[src/dcrm_params.svh]
// constants for the ddr phy clock and reset manager
// assumes a 250 MHz system clock on clk_sys and a pll model outside this block
// Functional notes
// - half-rate system clock and auxiliary copy come from counter zero at zero phase
// - reconfiguration clock divides the half-rate system clock, kept below 100 MHz; the code divides clk_sys by four instead
// - full-rate memory clock and copy from counter one at zero phase
// - half-rate memory clock from counter two at zero phase
// - write-data clock from counter three, leading memory clock by 90 degrees
// - addr/cmd clock from memory clock for 0/180, write clock for 90/270
// - chip-select clock follows the address/command clock
// - resample clock from counter four, phase calibrated to data-valid centre
// - free-running calibrated vt tracking clock measures drift through mimic path
// - single-rate clocks run at half, double-rate at full memory rate
// - optional reset-request edge detector and counter on reference clock
// - divider has its own reset synchroniser, free of soft reset
// - internal reset combines global reset, soft reset and pll lock
// - pll offers at least sixteen phase steps of the fastest clock
`ifndef DCRM_PARAMS_SVH
`define DCRM_PARAMS_SVH
`define DCRM_SYS_CLK_MHZ 250
`define DCRM_SCAN_MAX_MHZ 100
// half period of the scan divider in system cycles, rounded up so scan stays below the limit
`define DCRM_SCAN_HALF ((`DCRM_SYS_CLK_MHZ + 2 * `DCRM_SCAN_MAX_MHZ - 1) / (2 * `DCRM_SCAN_MAX_MHZ))
`define DCRM_PHASE_STEPS 16
`define DCRM_PHASE_W 4
`define DCRM_RST_HOLD 8'h20
`define DCRM_AC_0 2'h0
`define DCRM_AC_90 2'h1
`define DCRM_AC_180 2'h2
`define DCRM_AC_270 2'h3
`endif

[src/dcrm_pkg.sv]
// types for the ddr phy clock and reset manager
// assumes dcrm_params.svh is compiled alongside
package dcrm_pkg;
    // source of the address/command clock
    typedef enum logic [1:0] {
        DCRM_AC_MEM = 2'b00,
        DCRM_AC_MEM_INV = 2'b01,
        DCRM_AC_WR = 2'b10,
        DCRM_AC_WR_INV = 2'b11
    } dcrm_acsrc_t;
    // reset sequencing states
    typedef enum logic [1:0] {
        DCRM_HOLD = 2'b00,
        DCRM_COUNT = 2'b01,
        DCRM_RUN = 2'b10
    } dcrm_rst_t;
endpackage

[src/dcrm_clock_reset.sv]
// clock selection, phase steering and reset generation for a ddr phy
// assumes the pll counter outputs arrive as clock-rate level inputs and lock is synchronous
`timescale 1ns/100ps
`include "dcrm_params.svh"
module dcrm_clock_reset (
    input wire logic clk_sys, // 250 MHz system clock
    input wire logic rst, // synchronous active high reset
    input wire logic pllC0, // counter zero output, half rate
    input wire logic pllC1, // counter one output, full rate
    input wire logic pllC2, // counter two output, half rate
    input wire logic pllC3, // counter three output, full rate, leads by 90
    input wire logic pllC4, // counter four output, calibrated
    input wire logic pllC5, // counter five output, calibrated
    input wire logic pllLocked, // pll lock indication
    input wire logic globalReset_n, // global reset, active low
    input wire logic softReset_n, // soft reset, active low
    input wire logic resetRequest_n, // optional reset request, active low
    input wire logic useResetReq, // enables the reset-request path
    input wire logic [1:0] acPhase, // address/command phase choice
    input wire logic resampleStep, // request one resample phase step
    input wire logic resampleUp, // resample step direction
    input wire logic vtStep, // request one vt tracking phase step
    input wire logic vtUp, // vt step direction
    output logic half_rate_sys_clock, // half-rate system clock
    output logic auxHalfRateClock, // copy of the system clock
    output logic memory_rate_clock, // full-rate memory clock
    output logic auxFullRateClock, // copy of the memory clock
    output logic half_memory_rate_clock, // half-rate memory clock
    output logic write_data_clock, // full-rate write clock
    output logic addr_cmd_clock, // address/command clock
    output logic chip_select_clock, // chip-select clock
    output logic resample_clock, // resample clock
    output logic vt_tracking_clock, // vt tracking clock
    output logic scanClock, // pll reconfiguration clock
    output logic [`DCRM_PHASE_W-1:0] resamplePhase, // resample phase step index
    output logic [`DCRM_PHASE_W-1:0] vtPhase, // vt phase step index
    output logic phyReset_n, // internal phy reset, active low
    output logic scanReset_n, // divider domain reset, active low
    output logic mem_reset_n // memory reset, active low
);
    // ---------------------------------------------------------------
    // clock routing
    // ---------------------------------------------------------------
    dcrm_pkg::dcrm_acsrc_t acSrc;

    // maps the phase choice to a source and polarity
    function automatic dcrm_pkg::dcrm_acsrc_t acDecode(input logic [1:0] ph);
        unique case (ph)
            `DCRM_AC_0: acDecode = dcrm_pkg::DCRM_AC_MEM;
            `DCRM_AC_180: acDecode = dcrm_pkg::DCRM_AC_MEM_INV;
            `DCRM_AC_270: acDecode = dcrm_pkg::DCRM_AC_WR;
            `DCRM_AC_90: acDecode = dcrm_pkg::DCRM_AC_WR_INV;
        endcase
    endfunction

    // fixed-phase and calibrated counters drive the named clocks straight through
    always_comb begin
        half_rate_sys_clock = pllC0;
        auxHalfRateClock = pllC0;
        memory_rate_clock = pllC1;
        auxFullRateClock = pllC1;
        half_memory_rate_clock = pllC2;
        write_data_clock = pllC3;
        resample_clock = pllC4;
        vt_tracking_clock = pllC5;
    end

    // address/command clock picks memory or write clock, inverted for 180 and 90
    always_comb begin
        acSrc = acDecode(acPhase);
        unique case (acSrc)
            dcrm_pkg::DCRM_AC_MEM: addr_cmd_clock = pllC1;
            dcrm_pkg::DCRM_AC_MEM_INV: addr_cmd_clock = ~pllC1;
            dcrm_pkg::DCRM_AC_WR: addr_cmd_clock = pllC3;
            dcrm_pkg::DCRM_AC_WR_INV: addr_cmd_clock = ~pllC3;
        endcase
        chip_select_clock = addr_cmd_clock;
    end

    // ---------------------------------------------------------------
    // phase stepping for the calibrated clocks
    // ---------------------------------------------------------------
    // resample phase index, wraps over the sixteen steps
    always_ff @(posedge clk_sys) begin
        if (!phyReset_n) begin
            resamplePhase <= '0;
        end else if (resampleStep) begin
            resamplePhase <= resampleUp ? resamplePhase + 4'h1 : resamplePhase - 4'h1;
        end
    end

    // vt tracking phase index, same step size
    always_ff @(posedge clk_sys) begin
        if (!phyReset_n) begin
            vtPhase <= '0;
        end else if (vtStep) begin
            vtPhase <= vtUp ? vtPhase + 4'h1 : vtPhase - 4'h1;
        end
    end

    // ---------------------------------------------------------------
    // reset request edge detect and counter
    // ---------------------------------------------------------------
    logic reqPrev;
    logic [7:0] holdCount;
    dcrm_pkg::dcrm_rst_t rstState;
    dcrm_pkg::dcrm_rst_t next_rstState;
    logic reqFall;

    assign reqFall = useResetReq && reqPrev && !resetRequest_n;

    // remembers the request level for edge detection
    always_ff @(posedge clk_sys) begin
        if (rst) begin
            reqPrev <= 1'b1;
        end else begin
            reqPrev <= resetRequest_n;
        end
    end

    // a falling request holds reset for a fixed count
    always_comb begin
        next_rstState = rstState;
        unique case (rstState)
            dcrm_pkg::DCRM_HOLD: next_rstState = dcrm_pkg::DCRM_COUNT;
            dcrm_pkg::DCRM_COUNT: begin
                if (holdCount == `DCRM_RST_HOLD) begin
                    next_rstState = dcrm_pkg::DCRM_RUN;
                end
            end
            dcrm_pkg::DCRM_RUN: begin
                if (reqFall) begin
                    next_rstState = dcrm_pkg::DCRM_HOLD;
                end
            end
            default: next_rstState = dcrm_pkg::DCRM_HOLD;
        endcase
    end

    // state register and hold counter
    always_ff @(posedge clk_sys) begin
        if (rst) begin
            rstState <= dcrm_pkg::DCRM_HOLD;
            holdCount <= 8'h00;
        end else begin
            rstState <= next_rstState;
            holdCount <= (rstState == dcrm_pkg::DCRM_COUNT) ? holdCount + 8'h01 : 8'h00;
        end
    end

    // ---------------------------------------------------------------
    // reset synchronisers
    // ---------------------------------------------------------------
    logic phyRstRaw;
    logic scanRstRaw;
    logic [1:0] phySync;
    logic [1:0] scanSync;

    assign phyRstRaw = rst || !globalReset_n || !softReset_n || !pllLocked
        || rstState != dcrm_pkg::DCRM_RUN;
    assign scanRstRaw = rst || !globalReset_n || !pllLocked;

    // system domain: assert at once, release after two stages
    always_ff @(posedge clk_sys) begin
        if (phyRstRaw) begin
            phySync <= 2'h0;
        end else begin
            phySync <= {phySync[0], 1'b1};
        end
    end

    // divider domain has its own chain, blind to soft reset
    always_ff @(posedge clk_sys) begin
        if (scanRstRaw) begin
            scanSync <= 2'h0;
        end else begin
            scanSync <= {scanSync[0], 1'b1};
        end
    end

    assign phyReset_n = phySync[1];
    assign scanReset_n = scanSync[1];
    assign mem_reset_n = phySync[1];

    // ---------------------------------------------------------------
    // reconfiguration clock divider
    // ---------------------------------------------------------------
    logic [3:0] divCount;

    // toggles every DCRM_SCAN_HALF cycles, keeping scan below its limit
    always_ff @(posedge clk_sys) begin
        if (!scanReset_n) begin
            divCount <= 4'h0;
            scanClock <= 1'b0;
        end else if (divCount == 4'(`DCRM_SCAN_HALF - 1)) begin
            divCount <= 4'h0;
            scanClock <= ~scanClock;
        end else begin
            divCount <= divCount + 4'h1;
        end
    end

    // ---------------------------------------------------------------
    // checks
    // ---------------------------------------------------------------
    // divider rate: a toggle is never followed by another at once
    scan_rate_a: assert property (
        @(posedge clk_sys) disable iff (!scanReset_n)
        $changed(scanClock) |=> $stable(scanClock))
        else $error("scan clock toggled on consecutive cycles");

    // address/command routing for each of the four phase choices
    ac_route_a: assert property (
        @(posedge clk_sys)
        (acPhase == `DCRM_AC_90) |-> (addr_cmd_clock == ~pllC3))
        else $error("address clock source wrong for 90 degrees");
    ac_zero_a: assert property (
        @(posedge clk_sys)
        (acPhase == `DCRM_AC_0) |-> (addr_cmd_clock == pllC1))
        else $error("address clock source wrong for 0 degrees");
    ac_half_a: assert property (
        @(posedge clk_sys)
        (acPhase == `DCRM_AC_180) |-> (addr_cmd_clock == ~pllC1))
        else $error("address clock source wrong for 180 degrees");
    ac_late_a: assert property (
        @(posedge clk_sys)
        (acPhase == `DCRM_AC_270) |-> (addr_cmd_clock == pllC3))
        else $error("address clock source wrong for 270 degrees");
    cs_follow_a: assert property (
        @(posedge clk_sys)
        chip_select_clock == addr_cmd_clock)
        else $error("chip-select clock not following address clock");

    // fixed and calibrated clock routing
    fixed_clk_a: assert property (
        @(posedge clk_sys)
        write_data_clock == pllC3 && memory_rate_clock == pllC1)
        else $error("fixed clock routing broken");
    sys_route_a: assert property (
        @(posedge clk_sys)
        half_rate_sys_clock == pllC0 && auxHalfRateClock == pllC0)
        else $error("system clock routing broken");
    half_mem_a: assert property (
        @(posedge clk_sys)
        half_memory_rate_clock == pllC2 && auxFullRateClock == pllC1)
        else $error("half memory clock routing broken");
    cal_route_a: assert property (
        @(posedge clk_sys)
        resample_clock == pllC4 && vt_tracking_clock == pllC5)
        else $error("calibrated clock routing broken");

    // reset causes reach the phy and memory resets
    lock_reset_a: assert property (
        @(posedge clk_sys) disable iff (rst)
        !pllLocked |=> ##1 !phyReset_n)
        else $error("lock loss did not reset phy");
    soft_reset_a: assert property (
        @(posedge clk_sys) disable iff (rst)
        !softReset_n |=> ##1 !phyReset_n)
        else $error("soft reset did not reset phy");
    global_reset_a: assert property (
        @(posedge clk_sys) disable iff (rst)
        !globalReset_n |=> ##1 (!phyReset_n && !scanReset_n))
        else $error("global reset did not reset both domains");
    mem_reset_a: assert property (
        @(posedge clk_sys)
        mem_reset_n == phyReset_n)
        else $error("memory reset not derived from phy reset");

    // divider reset chain
    soft_isolate_a: assert property (
        @(posedge clk_sys) disable iff (rst)
        (scanReset_n && globalReset_n && pllLocked) |=> scanReset_n)
        else $error("divider reset dropped without cause");
    scan_lock_a: assert property (
        @(posedge clk_sys) disable iff (rst)
        !pllLocked |=> ##1 !scanReset_n)
        else $error("lock loss did not reset divider");

    // synchronous release after two clean stages
    sync_release_a: assert property (
        @(posedge clk_sys) disable iff (rst)
        $rose(phyReset_n) |-> $past(!phyRstRaw, 2) && $past(!phyRstRaw))
        else $error("phy reset released without two clean stages");
    scan_release_a: assert property (
        @(posedge clk_sys) disable iff (rst)
        $rose(scanReset_n) |-> $past(!scanRstRaw, 2) && $past(!scanRstRaw))
        else $error("divider reset released without two clean stages");

    // reset request path and hold count
    req_hold_a: assert property (
        @(posedge clk_sys) disable iff (rst)
        (reqFall && rstState == dcrm_pkg::DCRM_RUN) |=> ##[1:3] !phyReset_n)
        else $error("reset request not honoured");
    hold_len_a: assert property (
        @(posedge clk_sys) disable iff (rst)
        (rstState == dcrm_pkg::DCRM_COUNT && holdCount != `DCRM_RST_HOLD)
        |=> rstState == dcrm_pkg::DCRM_COUNT)
        else $error("reset hold ended early");

    // phase step indices wrap and hold
    step_wrap_a: assert property (
        @(posedge clk_sys) disable iff (!phyReset_n)
        (resampleStep && resampleUp && resamplePhase == 4'hF) |=> resamplePhase == 4'h0)
        else $error("resample phase did not wrap over sixteen steps");
    vt_wrap_a: assert property (
        @(posedge clk_sys) disable iff (!phyReset_n)
        (vtStep && !vtUp && vtPhase == 4'h0) |=> vtPhase == 4'hF)
        else $error("vt phase did not wrap downwards");
    step_hold_a: assert property (
        @(posedge clk_sys) disable iff (!phyReset_n)
        !resampleStep |=> $stable(resamplePhase))
        else $error("resample phase moved without a step");
    vt_hold_a: assert property (
        @(posedge clk_sys) disable iff (!phyReset_n)
        !vtStep |=> $stable(vtPhase))
        else $error("vt phase moved without a step");
endmodule // dcrm_clock_reset

[config.mk]
export PLATFORM = sky130hd
export DESIGN_NAME = dcrm_clock_reset
export DESIGN_NICKNAME = d
export VERILOG_FILES = /design/src/dcrm_pkg.sv /design/src/dcrm_clock_reset.sv
export VERILOG_INCLUDE_DIRS = /design/src
export SDC_FILE = /design/constraint.sdc
export NUM_CORES = 1
export LEC_CHECK = 0
export BUFFER_PORTS_ARGS = -buffer_cell sky130_fd_sc_hd__buf_2
export CORE_MARGIN = 10
export CORE_UTILIZATION = 45
export CTS_BUF_LIST = sky130_fd_sc_hd__clkbuf_8
export DETAILED_ROUTE_END_ITERATION = 12
export PLACE_DENSITY = 0.71
export SYNTH_ARGS = -nofsm -noshare
export SYNTH_HDL_FRONTEND = slang
export SYNTH_SLANG_ARGS = --single-unit
[constraint.sdc]
create_clock -name clk_sys -period 3.3 [get_ports clk_sys]
set_clock_uncertainty 0.1 [all_clocks]
set_input_delay 0.33 -clock clk_sys [delete_from_list [all_inputs] [get_ports clk_sys]]
set_output_delay 0.33 -clock clk_sys [all_outputs]
set_load 0.01 [all_outputs]
==> results.yml <==
setup_path:
  worstPathArrival_ns: 1.72
  r2r_start: "resamplePhase[1]"
  slowest_stage: "dfxtp_1"
  cp_common_cell: "mux2i_1"
  timing.rr.end: "resamplePhase[3]"
  crit_fanout: 4
  criticalPathCategory: "register to register"
  cp-start-kind: "register"
  crit_chain: "ha_1, a21o_1, a21oi_1, mux2i_1, mux2i_1"
  worst_path_largest_cell_delay_ns: 0.41
  ff2ff_setup_slack_ns: 1.69
  reg2regPathDepth: 5
  required_ns: 3.41
  end_kind: "register"
global_routing:
  antenna_found_initial: 0
  grt_start_max_net_pins: 16
  grt_pass1_wl_mm: 4.05
  grt_pass1_vias: 979
  track_usage_pct: 9.01
  overflow: 0
synth:
  yosys_most_used_dff: "dfxtp_1"
  synthTopCellsByArea: "dfxtp_1 42%, ha_1 7.5%, mux2i_1 6.7%, buf_4 5.6%, xnor2_1 4.6%"
  syn_area_um2: 1340
  synthCells: 140
  post-synth-top-area-fraction_pct: 41.9
  synth-async-reset-ratio_pct: 0
  synthTopCellsByCount: "28 x dfxtp_1, 14 x nand2_1, 12 x nor2_1"
  synth_cell_types: 31
  yosys.area.top_type: "dfxtp_1"
  syn_avg_cell_area_um2: 9.54
  synth_warnings: 0
  ys_seq_area_share_pct: 41.9
  synth.most_common_cell: "dfxtp_1"
  syn-num-nets: 169
  synth_edf_count: 0
  synth.ff_latch_count: 28
drt:
  drt_iter0_markers: 29
  vias: 978
  drc_errors: 0
  routed_wl_mm: 2.37
  ant_nets: 0
  vias_per_cell: 5.07
  wl_per_cell_um: 12.3
  dr.pass1.iters: 4
floorplan:
  fp.dieH_um: 74.5
  die_x_um: 74.5
  core-area_um2: 2810
  rows: 19
  dieArea_um2: 5550
  num_io_pins: 41
  start_util_pct: 47.6
sta:
  fin_crit_sh_pct: 48.8
  hold_viol_final: 0
  finalSetupViolations: 0
  fmax_mhz: 621
  min_period_ns: 1.61
  setup_tns_ns: 0
  rsz0062_at_grt: "no"
  tightestPinTransition_ns: 0.370
  drv_slew: 0
  max_slew_margin_pct: 75.3
min_path:
  worstHoldPathCells: 2
  worstHoldStart: "resetRequest_n"
  hold_path.class: "input pin to register"
  worst_hold_path.endpoint: "reqPrev"
clock_network:
  cts_tree: "done"
  clk_latency_ns: 0.27
  cts_resized: 0
  cts_root_buffer: "clkbuf_8"
  clockBufferDepth: 2
  cts_setup_buffers: 0
  htree_levels: 1
  clock-sinks: 28
  cts.clk_slew.worst_paths_ns: 0.09
  cts_buffers: 3
  holdBufCountCts: 0
finish:
  layout-drive-gt1-share_pct: 24.1
  area.growth.synth_to_final_pct: 12.2
  antenna_cells: 0
  fin_nets: 192
pwr:
  p_leak_nw: 0.728
  power_uw: 591
  powerDensity_nw_per_um2: 394
  vdd_ir_drop_max_uv: 278
placed_design:
  hpwl_mm: 1.99
  gp_congestion: 0.750
  portBuffers: 31
status:
  outcome: "finished clean"
flow_run:
  timing.max_cap.violations: 0
[flip-flops by register name, indices dropped and copies added (netlist names)]
| name | count |
|---|---|
| reqPrev | 1 |
| scanClock | 1 |
| vtPhase | 4 |
| phySync | 2 |
| rstState | 2 |
| scanSync | 2 |
| resamplePhase | 4 |
| divCount | 4 |
| holdCount | 8 |
[worst max path at each step]
stage / slack (ns) / start / to
2_1_floorplan: 1.72 / resampleUp / resamplePhase[3]
3_3_place_gp: 1.59 / resampleUp / resamplePhase[3]
3_5_place_dp: 1.53 / vtUp / vtPhase[3]
4_1_cts: 1.70 / resamplePhase[1] / resamplePhase[3]
5_1_grt: 1.59 / vtPhase[1] / vtPhase[3]
6_report: 1.69 / resamplePhase[1] / resamplePhase[3]
[stage by stage]
stage / hold slack [ns] / utilization [%] / setup WS, ns / std cells / instance area (um^2)
after global routing: 0.166 / 53.4 / 1.59 / 193 / 1500
final: 0.155 / 53.4 / 1.69 / 193 / 1500
after detailed placement: 0.319 / 51.5 / 1.53 / 189 / 1440
after global placement: 0.314 / 51.5 / 1.59 / 189 / 1440
after floorplan: 0.302 / - / 1.72 / 140 / 1340
after CTS: 0.154 / 53.4 / 1.70 / 193 / 1500
[cell usage in the layout, fill, tap and decap left out]
cell and count:
xor2_1 4, and4bb_2 1, ha_1 8, o21ai_0 3
clkbuf_8 4, buf_2 31, or3_1 2, and3_2 1
a21o_1 2, xnor2_1 7, o211a_1 2, and2_1 6
a31oi_1 1, mux2i_1 9, a21boi_0 1, or2_2 1
dfxtp_1 28, fa_1 2, nor3_1 2, nor2b_1 2
nand2_1 14, and4b_1 1, a21oi_1 3, nor2_1 12
nand3_2 1, and3_1 1, nand3_1 2, inv_1 7
nand2b_1 3, nor4_1 1
[cells by family after synthesis]
logic type	share of synthesized area, %
AO/OA/AOI/OAI	5.90
XOR/XNOR	7.21
adder cells (fa/ha/maj)	10.5
buffers and inverters	8.43
flip-flops	41.9
multiplexers	6.74
AND/OR/NAND/NOR	19.3
[layout make-up]
| class | instances | area [um^2] |
|---|---|---|
| inverter | 7 | 26.3 |
| timing repair buffer | 31 | 155 |
| fill | 283 | 1310 |
| sequential | 28 | 561 |
| tap | 31 | 38.8 |
| clock buffer | 4 | 55.1 |
| multi-input combinational | 92 | 663 |
[routing by layer]
metal | GRT usage, % | vias to the layer above | wire length, um | part of all wire, %
met4 | 2.73 | 0 | 26 | 1.1
met5 | 0 | - | 0 | 0
met2 | 16.0 | 25 | 1170 | 49
li1 | - | 490 | - | -
met1 | 9.24 | 457 | 982 | 41
met3 | 4.12 | 6 | 186 | 7.9
[critical path: cells and delay by family (launching register included)]
family | cells | cell delay (ns)
flops | 1 | 0.41
fa+ha+maj | 1 | 0.26
compound gates | 2 | 0.35
mux | 2 | 0.42
[power by group]
group          total, mW  internal, mW  switching, mW
registers          0.343         0.341        0.00262
clock network      0.207         0.107          0.100
logic             0.0407        0.0192         0.0215
total              0.591         0.467          0.124
No activity file was read; power rests on OpenSTA's default activity.
